`src/design/rlef_pkg.sv`:
```
// Constants and types for the rail enable and suspend flag register bank
// Functional notes
// - After wake from suspend, a flag reads 1 if its rail stayed enabled.
// - Flags read 0 after power-up from off or for disabled rails; reset 0.
// - Unlock key register: eight bits, write-only (reads 0), reset zero.
// - Converter enable register at 0x11, reset 0x00, needs unlock.
// - Bits 0-5 enable bucks 1-4 and backups 5, 6; bits 7-6 read 0.
// - Backup 6 enable may clear only while the seal state is 0.
// - Backup 5 enable may clear only while the seal state is 0 or on a sequencer update.
// - Sequencer updates backup5, bucks, load switch 1 and linear regulator bits.
// - Switch enable register at 0x12, reset 0x00, needs unlock; bit 7 reads 0.
// - Bit 0 enables linear regulator, bits 1-3 enable load switches 1-3.
// - Bit 6 drives pin 3 low or HiZ; ignored when warm-reset select is 1.
// - Bit 5 drives output 2 low or HiZ; ignored when input select is 1.
// - Bit 4 drives output 1 low or HiZ; ignored when input select is 1.
// - With warm-reset select set, pin 3 is a warm-reset input to bucks 1, 2.
// - With input select set, pin 1 is an input controlling output 2.
// - Suspend flag register at 0x07, reset 0x00.
package rlef_pkg;

   // Register indices; byte address is four times the index
   localparam logic [5:0] IDX_FLAG = 6'h07;
   localparam logic [5:0] IDX_KEY = 6'h10;
   localparam logic [5:0] IDX_CONV = 6'h11;
   localparam logic [5:0] IDX_SW = 6'h12;
   localparam logic [7:0] ADDR_FLAG = {IDX_FLAG, 2'b00};
   localparam logic [7:0] ADDR_KEY = {IDX_KEY, 2'b00};
   localparam logic [7:0] ADDR_CONV = {IDX_CONV, 2'b00};
   localparam logic [7:0] ADDR_SW = {IDX_SW, 2'b00};

   // Reset values
   localparam logic [7:0] RST_FLAG = 8'h00;
   localparam logic [7:0] RST_KEY = 8'h00;
   localparam logic [5:0] RST_CONV = 6'h00;
   localparam logic [6:0] RST_SW = 7'h00;

   // Converter enable fields
   localparam int CONV_BUCK1 = 0;
   localparam int CONV_BUCK2 = 1;
   localparam int CONV_BUCK3 = 2;
   localparam int CONV_BUCK4 = 3;
   localparam int CONV_BACKUP5 = 4;
   localparam int CONV_BACKUP6 = 5;

   // Switch enable fields
   localparam int SW_LINREG = 0;
   localparam int SW_LOADSW1 = 1;
   localparam int SW_LOADSW2 = 2;
   localparam int SW_LOADSW3 = 3;
   localparam int SW_OUT1 = 4;
   localparam int SW_OUT2 = 5;
   localparam int SW_PIN3 = 6;

   // Arbitrary unlock key value
   localparam logic [7:0] UNLOCK_KEY_DEFAULT = 8'h5A;

   typedef enum {
      RLEF_SEL_NONE,
      RLEF_SEL_FLAG,
      RLEF_SEL_KEY,
      RLEF_SEL_CONV,
      RLEF_SEL_SW
   } rlef_sel_t;

   // Sequencer update of the enable bits it owns
   typedef struct packed {
      logic backup5;
      logic buck4;
      logic buck3;
      logic buck2;
      logic buck1;
      logic loadsw1;
      logic linreg;
   } rlef_seq_t;

   function automatic rlef_sel_t rlef_decode(input logic [7:0] addr);
      rlef_sel_t sel;
      sel = RLEF_SEL_NONE;
      if (addr == ADDR_FLAG) begin
         sel = RLEF_SEL_FLAG;
      end else if (addr == ADDR_KEY) begin
         sel = RLEF_SEL_KEY;
      end else if (addr == ADDR_CONV) begin
         sel = RLEF_SEL_CONV;
      end else if (addr == ADDR_SW) begin
         sel = RLEF_SEL_SW;
      end
      return sel;
   endfunction

endpackage

```
`src/design/rlef_unlock.sv`:
```
// Unlock sequence tracker for protected register writes
`timescale 1ns/1ps
module rlef_unlock
   import rlef_pkg::*;
#(
   parameter logic [7:0] KEY = UNLOCK_KEY_DEFAULT
) (
   // Clock and reset
   input wire logic clk,
   input wire logic rst_n,
   // Completed bus writes
   input wire logic wr_done,
   input wire logic wr_to_key,
   input wire logic [7:0] wr_data,
   // Permission for the current write
   output logic unlocked
);

   logic armed_q;

   // Only the write right after a correct key write is granted
   always_ff @(posedge clk or negedge rst_n) begin
      if (!rst_n) begin
         armed_q <= 1'b0;
      end else if (wr_done) begin
         armed_q <= wr_to_key && (wr_data == KEY);
      end
   end

   assign unlocked = armed_q;

endmodule

```
`src/design/rlef_top.sv`:
```
// Rail enable, unlock key and suspend flag register bank with APB slave
//
// Chosen here: the APB slave port.
`timescale 1ns/1ps
module rlef_top
   import rlef_pkg::*;
#(
   parameter logic [7:0] KEY = UNLOCK_KEY_DEFAULT
) (
   // Clock and reset
   input wire logic MCLK,
   input wire logic NRST,
   // APB slave
   input wire logic PSEL,
   input wire logic PENABLE,
   input wire logic PWRITE,
   input wire logic [7:0] PADDR,
   input wire logic [31:0] PWDATA,
   output logic [31:0] PRDATA,
   output logic PREADY,
   output logic PSLVERR,
   // Power sequencer and state
   input wire logic SEQ_UPDATE,
   input wire rlef_seq_t SEQ_STATE,
   input wire logic SUSPEND_ENTRY,
   input wire logic POWERUP_DONE,
   input wire logic POWERUP_FROM_SUSPEND,
   input wire logic FRESH_SEAL_STATE,
   // Pin mode selectors
   input wire logic WARM_RESET_PIN_SELECT,
   input wire logic INPUT_SELECT,
   // Rail enables
   output logic [5:0] CONVERTER_ENABLES,
   output logic [3:0] SWITCH_ENABLES,
   // Pin 1, open drain or input
   input wire logic PIN1_IN,
   output logic PIN1_OUT,
   output logic PIN1_OE,
   // Output 2, open drain
   output logic OUT2_OUT,
   output logic OUT2_OE,
   // Pin 3, open drain or warm-reset input
   input wire logic PIN3_IN,
   output logic PIN3_OUT,
   output logic PIN3_OE,
   output logic BUCK12_WARM_RESET
);

   rlef_sel_t sel;
   logic access;
   logic wr_done;
   logic rd_done;
   logic unlocked;
   logic prot_wr_ok;
   logic [5:0] conv_q;
   logic [5:0] conv_d;
   logic [6:0] sw_q;
   logic [6:0] sw_d;
   logic [7:0] flag_q;
   logic [7:0] snap_q;
   logic [7:0] snap_d;
   logic [7:0] key_q;
   logic [31:0] rdata_d;
   logic pready_q;
   logic [31:0] prdata_q;
   logic pslverr_q;

   assign sel = rlef_decode(PADDR);
   // One wait state keeps PREADY a flop without a combinational path
   assign access = PSEL && PENABLE;
   assign wr_done = access && pready_q && PWRITE;
   assign rd_done = access && pready_q && !PWRITE;
   assign prot_wr_ok = wr_done && unlocked;

   rlef_unlock #(
      .KEY(KEY)
   ) u_unlock (
      .clk(MCLK),
      .rst_n(NRST),
      .wr_done(wr_done),
      .wr_to_key(sel == RLEF_SEL_KEY),
      .wr_data(PWDATA[7:0]),
      .unlocked(unlocked)
   );

   // APB handshake
   always_ff @(posedge MCLK or negedge NRST) begin
      if (!NRST) begin
         pready_q <= 1'b0;
      end else begin
         pready_q <= access && !pready_q;
      end
   end

   // Read data mux
   always_comb begin
      rdata_d = 32'h0000_0000;
      if (sel == RLEF_SEL_FLAG) begin
         rdata_d[7:0] = flag_q;
      end else if (sel == RLEF_SEL_KEY) begin
         rdata_d = 32'h0000_0000;
      end else if (sel == RLEF_SEL_CONV) begin
         rdata_d[5:0] = conv_q;
      end else if (sel == RLEF_SEL_SW) begin
         rdata_d[6:0] = sw_q;
      end
   end

   always_ff @(posedge MCLK or negedge NRST) begin
      if (!NRST) begin
         prdata_q <= 32'h0000_0000;
         pslverr_q <= 1'b0;
      end else if (access && !pready_q) begin
         prdata_q <= PWRITE ? 32'h0000_0000 : rdata_d;
         pslverr_q <= (sel == RLEF_SEL_NONE);
      end else begin
         prdata_q <= 32'h0000_0000;
         pslverr_q <= 1'b0;
      end
   end

   // Key register stores but never reads back
   always_ff @(posedge MCLK or negedge NRST) begin
      if (!NRST) begin
         key_q <= RST_KEY;
      end else if (wr_done && sel == RLEF_SEL_KEY) begin
         key_q <= PWDATA[7:0];
      end
   end

   // Converter enables: bus write, seal guard, then sequencer
   always_comb begin
      conv_d = conv_q;
      if (prot_wr_ok && sel == RLEF_SEL_CONV) begin
         conv_d = PWDATA[5:0];
         if (FRESH_SEAL_STATE) begin
            conv_d[CONV_BACKUP6] = PWDATA[CONV_BACKUP6] | conv_q[CONV_BACKUP6];
            conv_d[CONV_BACKUP5] = PWDATA[CONV_BACKUP5] | conv_q[CONV_BACKUP5];
         end
      end
      // Sequencer wins over a same-cycle bus write
      if (SEQ_UPDATE) begin
         conv_d[CONV_BUCK1] = SEQ_STATE.buck1;
         conv_d[CONV_BUCK2] = SEQ_STATE.buck2;
         conv_d[CONV_BUCK3] = SEQ_STATE.buck3;
         conv_d[CONV_BUCK4] = SEQ_STATE.buck4;
         conv_d[CONV_BACKUP5] = SEQ_STATE.backup5;
      end
   end

   always_ff @(posedge MCLK or negedge NRST) begin
      if (!NRST) begin
         conv_q <= RST_CONV;
      end else begin
         conv_q <= conv_d;
      end
   end

   // Switch and output enables
   always_comb begin
      sw_d = sw_q;
      if (prot_wr_ok && sel == RLEF_SEL_SW) begin
         sw_d = PWDATA[6:0];
      end
      if (SEQ_UPDATE) begin
         sw_d[SW_LINREG] = SEQ_STATE.linreg;
         sw_d[SW_LOADSW1] = SEQ_STATE.loadsw1;
      end
   end

   always_ff @(posedge MCLK or negedge NRST) begin
      if (!NRST) begin
         sw_q <= RST_SW;
      end else begin
         sw_q <= sw_d;
      end
   end

   // Enable state held through suspend, 1 meaning enabled
   always_comb begin
      snap_d = {sw_q[SW_PIN3], sw_q[SW_OUT2], sw_q[SW_OUT1], sw_q[SW_LINREG], conv_q[3:0]};
   end

   always_ff @(posedge MCLK or negedge NRST) begin
      if (!NRST) begin
         snap_q <= RST_FLAG;
      end else if (SUSPEND_ENTRY) begin
         snap_q <= snap_d;
      end
   end

   // Flags change only when a power-up completes
   always_ff @(posedge MCLK or negedge NRST) begin
      if (!NRST) begin
         flag_q <= RST_FLAG;
      end else if (POWERUP_DONE) begin
         flag_q <= POWERUP_FROM_SUSPEND ? snap_q : RST_FLAG;
      end
   end

   // Rail enable outputs
   always_ff @(posedge MCLK or negedge NRST) begin
      if (!NRST) begin
         CONVERTER_ENABLES <= 6'h00;
         SWITCH_ENABLES <= 4'h0;
      end else begin
         CONVERTER_ENABLES <= conv_d;
         SWITCH_ENABLES <= sw_d[3:0];
      end
   end

   // Pins 1 and output 2; open drain only ever drives low
   always_ff @(posedge MCLK or negedge NRST) begin
      if (!NRST) begin
         PIN1_OUT <= 1'b0;
         PIN1_OE <= 1'b0;
         OUT2_OUT <= 1'b0;
         OUT2_OE <= 1'b0;
      end else if (INPUT_SELECT) begin
         PIN1_OUT <= 1'b0;
         PIN1_OE <= 1'b0;
         OUT2_OUT <= 1'b0;
         OUT2_OE <= !PIN1_IN;
      end else begin
         PIN1_OUT <= 1'b0;
         PIN1_OE <= !sw_d[SW_OUT1];
         OUT2_OUT <= 1'b0;
         OUT2_OE <= !sw_d[SW_OUT2];
      end
   end

   // Pin 3, output or low-active warm reset for bucks 1 and 2
   always_ff @(posedge MCLK or negedge NRST) begin
      if (!NRST) begin
         PIN3_OUT <= 1'b0;
         PIN3_OE <= 1'b0;
         BUCK12_WARM_RESET <= 1'b0;
      end else if (WARM_RESET_PIN_SELECT) begin
         PIN3_OUT <= 1'b0;
         PIN3_OE <= 1'b0;
         BUCK12_WARM_RESET <= !PIN3_IN;
      end else begin
         PIN3_OUT <= 1'b0;
         PIN3_OE <= !sw_d[SW_PIN3];
         BUCK12_WARM_RESET <= 1'b0;
      end
   end

   assign PREADY = pready_q;
   assign PRDATA = prdata_q;
   assign PSLVERR = pslverr_q;

endmodule

```
`config.mk`:
```
export PLATFORM = sky130hd
export DESIGN_NAME = rlef_top
export DESIGN_NICKNAME = d
export VERILOG_FILES = /design/src/design/rlef_pkg.sv /design/src/design/rlef_unlock.sv /design/src/design/rlef_top.sv
export SDC_FILE = /design/constraint.sdc
export NUM_CORES = 1
export LEC_CHECK = 0
export BUFFER_PORTS_ARGS = -buffer_cell sky130_fd_sc_hd__buf_2
export CORE_ASPECT_RATIO = 0.75
export CORE_UTILIZATION = 40
export CTS_CLUSTER_SIZE = 16
export DETAILED_ROUTE_END_ITERATION = 10
export HOLD_SLACK_MARGIN = 0.15
export PLACE_DENSITY_LB_ADDON = 0.12
export SLEW_MARGIN = 30
export SYNTH_ARGS = -nofsm -noshare
export SYNTH_HDL_FRONTEND = slang
export SYNTH_SLANG_ARGS = --single-unit
```
`constraint.sdc`:
```
create_clock -name MCLK -period 1.75 [get_ports MCLK]
set_clock_uncertainty 0.05 [all_clocks]
set_input_delay 0.0875 -clock MCLK [delete_from_list [all_inputs] [get_ports MCLK]]
set_output_delay 0.0875 -clock MCLK [all_outputs]
set_load 0.02 [all_outputs]
```
## After elaboration in Yosys (flattened, before gate mapping)

Cells that the tools add are included.
Widths: inputs -> output; s select.

- Register bits after elaboration: 72
- Bits of input ports: 61
- Logic and storage cells: 63

- Bitwise gates (word level): 2
- Multiplexer cells: 22
- Eq/ne operators: 9
- Reductions and logical operators: 16

Operators with widths:

| cell | count |
|---|---|
| $mux 32 | 3 |
| $eq 32x3->1 const B | 2 |
| $eq 32x2->1 const B | 1 |
| $eq 32x4->1 const B | 1 |
| $eq 8x7->1 const B | 4 |
| $logic_not 32->1 | 1 |
| $mux 8 | 4 |
| $mux 7 | 3 |
| $mux 5 | 2 |
| $eq 8x5->1 const B | 1 |
| $logic_and 1x1->1 | 8 |
| $logic_not 1->1 | 6 |
| $mux 1 | 6 |
| $mux 6 | 1 |
| $mux 2 | 2 |
| $mux 3 | 1 |
| $or 1x1->1 | 2 |
| $reduce_bool 2->1 | 1 |

## Logic depth before layout (Yosys ltp)

- Depth after elaboration: 12
- Mapped depth: 6
- Depth with buffers taken out: 4

## Modules after synthesis

From an unflattened synthesis, not the netlist that was laid out.

- Cell total of the unflattened synthesis: 189
- Area total of the unflattened synthesis: 2150.8 µm²

By module, submodules not included:

| module | times used | sequential area each (µm²) | area an instance (µm²) | cells an instance |
|---|---|---|---|---|
| rlef_top | 1 | 1076.0 | 2087.0 | 183 |
| rlef_unlock | 1 | 25.0 | 63.8 | 6 |

## Worst setup path after synthesis

OpenSTA, ideal clock, no wires.

- Kind: input to register
- Start: in PADDR[1]
- End: reg CONVERTER_ENABLES[4]
- Slack: -205 ps
- Stages on the path: 6
- Required time: 1558 ps
- Data arrival time: 1764 ps
- Path buffers: 2
- Cell sequence: or4_4 -> buf_6 -> or4_2 -> buf_2 -> o21ai_0 -> a31oi_1

- Word-level cells in the longest chain between the ends: 8
- Elaborated cells on any way between the ends: 11
- Those cells by class: eq/ne: 5; mux: 4; reduce/logical: 2

RTL lines:

| what | line | RTL |
|---|---|---|
| start: declaration | rlef_top.sv:17 | `input wire logic [7:0] PADDR,` |
| $eq 8x7->1 | rlef_pkg.sv:85 | `end else if (addr == ADDR_SW) begin` |
| $mux 3 | rlef_pkg.sv:85 |  |
| $mux 32 | rlef_pkg.sv:83 | `end else if (addr == ADDR_CONV) begin` |
| $mux 32 | rlef_pkg.sv:81 | `end else if (addr == ADDR_KEY) begin` |
| $mux 32 (*) | rlef_pkg.sv:79 | `if (addr == ADDR_FLAG) begin` |
| $eq 32x3->1 (*) | rlef_top.sv:134 | `if (prot_wr_ok && sel == RLEF_SEL_CONV) begin` |
| $logic_and 1x1->1 (*) | rlef_top.sv:134 |  |
| $reduce_bool 2->1 (no line) (*) | n/a |  |
| end signal: assignment | rlef_top.sv:207 | `CONVERTER_ENABLES <= conv_d;` |
| end: declaration | rlef_top.sv:33 | `output logic [5:0] CONVERTER_ENABLES,` |

Mark *: on every way between the ends. The rest lies on a longest branch, timed or not.
A chain may end at the register's enable or synchronous reset.

## Worst setup path after layout

- Start: in PWRITE
- End: reg OUT2_OE

- Word-level cells in the longest chain between the ends: 6

RTL lines:

| what | line | RTL |
|---|---|---|
| start: declaration | rlef_top.sv:16 | `input wire logic PWRITE,` |
| $logic_and 1x1->1 | rlef_top.sv:71 | `assign wr_done = access && pready_q && PWRITE;` |
| $logic_and 1x1->1 | rlef_top.sv:73 | `assign prot_wr_ok = wr_done && unlocked;` |
| $logic_and 1x1->1 | rlef_top.sv:162 | `if (prot_wr_ok && sel == RLEF_SEL_SW) begin` |
| $mux 7 | rlef_top.sv:162 |  |
| via sw_d[5] | rlef_top.sv:58 | `logic [6:0] sw_d;` |
| $logic_not 1->1 | rlef_top.sv:228 | `OUT2_OE <= !sw_d[SW_OUT2];` |
| $mux 1 | rlef_top.sv:219 | `end else if (INPUT_SELECT) begin` |
| end signal: assignment | rlef_top.sv:223 | `OUT2_OE <= !PIN1_IN;` |
| end signal: assignment | rlef_top.sv:228 |  |
| end: declaration | rlef_top.sv:41 | `output logic OUT2_OE,` |

The timed path passes the listed nets, and every way through them passes these cells.

==> flow_summary.json <==
{
  "synthFlopType": "dfrtp_1",
  "io_pins": 112,
  "antenna_found_initial": 0,
  "fin_crit_sh": 0.9814,
  "rows": 22,
  "seqCellArea_um2": 1101,
  "status": "completed",
  "power.total_mw": 2.111,
  "port_buffers": 60,
  "ys_async_sr_fraction": 1.000,
  "cts_root_buf": "clkbuf_8",
  "netlist_instances": 189,
  "syn_area_um2": 2102,
  "slowest_delay_ns": 0.54,
  "insertion_delay_ns": 0.30,
  "p_per_area_nw_per_um2": 756.7,
  "crit_start": "PWRITE",
  "ir_drop_mv": 0.5189,
  "first_pass_iters": 4,
  "setup_viol": 0,
  "synth_area_per_cell_um2": 11.12,
  "coreArea_um2": 4982,
  "synth.distinct_cells": 32,
  "cp.required_ns": 1.93,
  "drtIter0Drc": 103,
  "leakage_nw": 1.394,
  "final_cell_mix": "60 x buf_2, 44 x dfrtp_1, 28 x dlygate4sd3_1",
  "worstSetupPathType": "in2reg",
  "hp-start": "SUSPEND_ENTRY",
  "numCtsBuffers": 5,
  "wl_per_cell_um": 13.55,
  "cp-start-kind": "input pin",
  "crit_chain": "dlygate4sd3_1, buf_2, nand4_1, or4_4, mux2_4, mux2i_4",
  "critPathCaptureType": "register",
  "placed_area_um2": 2414,
  "dp.final_hpwl_um": 3363,
  "post-place-cells": 320,
  "multiInputGateArea_um2": 780.7,
  "grt_max_degree": 25,
  "diodes": 0,
  "gp_congestion": 0.8108,
  "grt_usage": 0.1872,
  "cp.arrival_ns": 1.90,
  "final_common_cell": "buf_2",
  "critical_path.top_delay_family": "buffers and inverters",
  "grt_overflow": 0,
  "grt_pass1_wl_um": 7610,
  "postCtsSetupRepairBufs": 0,
  "hold_depth": 2,
  "finalCoreUtilization": 0.5600,
  "die_area_um2": 5552,
  "drive_gt1_frac": 0.3415,
  "drv_cap": 0,
  "wirelength_um": 4825,
  "layoutNonFillerInstCount": 356,
  "grt_pass1_vias": 1537,
  "route.detailed.drc": 0,
  "cts_tree": "done",
  "fin_crit_ns": 1.717,
  "synth_edf_count": 0,
  "slew-limit-headroom": 0.6290,
  "crit_buf_inv": 2,
  "nets": 344,
  "fill_cells": 442,
  "clock-sinks": 44,
  "reg2reg_depth": 4,
  "clock_path_buffers": 2,
  "max_freq_ghz": 0.5822,
  "ys_seq_elements": 44,
  "reg2reg_from": "u_unlock.unlocked$_DFFE_PN0P_",
  "syn2layout_area_growth_pct": 32.74,
  "critical_path_depth": 6,
  "worst_pin_slew_ns": 0.5565,
  "htree_num_levels": 2,
  "slowest_stage": "dlygate4sd3_1",
  "rrSetupSlack_ns": 0.11,
  "start_util": 0.4219,
  "hold_viol": 0,
  "dieHeight_um": 64.78,
  "vias_per_cell": 4.545,
  "cp_max_fo": 6,
  "seq_area_frac_synth": 0.5238,
  "rsz0062_at_grt": "false",
  "vias": 1618,
  "slew_viol_final": 0,
  "die_w_um": 85.71,
  "ant_nets": 0,
  "clkTransAtPathRegs_ns": 0.08,
  "ys_warn_count": 0,
  "hp-class": "in2reg",
  "post-route-cell-area_um2": 2790
}
[worst paths after layout]
check,endpoint
setup / recovery,OUT2_OE$_DFF_PN0_
hold / removal,snap_q[0]$_DFFE_PN0P_
setup reg to reg,OUT2_OE$_DFF_PN0_
hold reg to reg,snap_q[0]$_DFFE_PN0P_
max in group asynchronous,CONVERTER_ENABLES[0]$_DFFE_PN0P_
min in group asynchronous,OUT2_OE$_DFF_PN0_
[cell families after synthesis]
group | synth area share
AOI/OAI and AO/OA | 0.08215
buffers and inverters | 0.1524
DFF | 0.5238
muxes | 0.1143
other | 0.001784
and+or+nand+nor | 0.1256
[worst register-to-register path, cell delays in order, from the launching register on]
cell and delay [ns]:
dfrtp_1 0.37, inv_1 0.08, or4_4 0.61, mux2_4 0.35
mux2i_4 0.12
[synth_stat cells (5+ instances only)]
library cell	count	share of area
nor2_1	20	0.036
o21ai_0	12	0.029
clkbuf_1	5	0.0089
a21oi_1	6	0.014
dfrtp_1	44	0.52
a222oi_1	6	0.029
nand3_1	8	0.019
mux2_2	10	0.054
mux2i_1	6	0.029
buf_4	31	0.11
inv_1	11	0.020
[final cells by class]
cell class	instances	area share
clock buffer	7	0.03094
clock inverter	1	0.002691
inverter	11	0.01480
multi-input combinational	121	0.2798
sequential	44	0.3946
tap	72	0.03229
timing repair buffer	100	0.2448
[report_power, final]
part	internal [mW]	switching (mW)
clock network	0.321	0.343
registers	1.07	0.0375
logic	0.143	0.194
[what timing repair did]
item,in CTS,in global routing
endpoints found under the setup margin,1,0
gates resized for setup,1,0
hold buffers,28,0
endpoints found under the hold margin,72,0
[metrics by stage]
step / hold WS, ns / worst slack (ns) / setup TNS [ns]
2_1_floorplan: -0.2581 / -0.1923 / -1.923
3_3_place_gp: 0.05128 / -0.2429 / -2.487
3_5_place_dp: 0.05841 / -0.2845 / -2.885
4_1_cts: 0.1508 / 0.09217 / 0
5_1_grt: 0.1663 / 0.001573 / 0
6_report: 0.1581 / 0.03250 / 0
[flip-flops by register name, indices dropped and copies added, names as in the netlist, 3 cells and up]
| name | cells |
|---|---|
| PRDATA | 8 |
| flag_q | 8 |
| snap_q | 8 |
| CONVERTER_ENABLES | 6 |
| sw_q | 4 |
| SWITCH_ENABLES | 3 |
[layer usage]
metal  up-vias  global-route usage  share of wire
met3         4             0.04968          0.053
met2        63              0.3060           0.46
met4         0             0.06458          0.011
li1        786                   -              -
met5         -                   0              0
met1       765              0.2418           0.48
No activity file was read; power rests on OpenSTA's default activity.
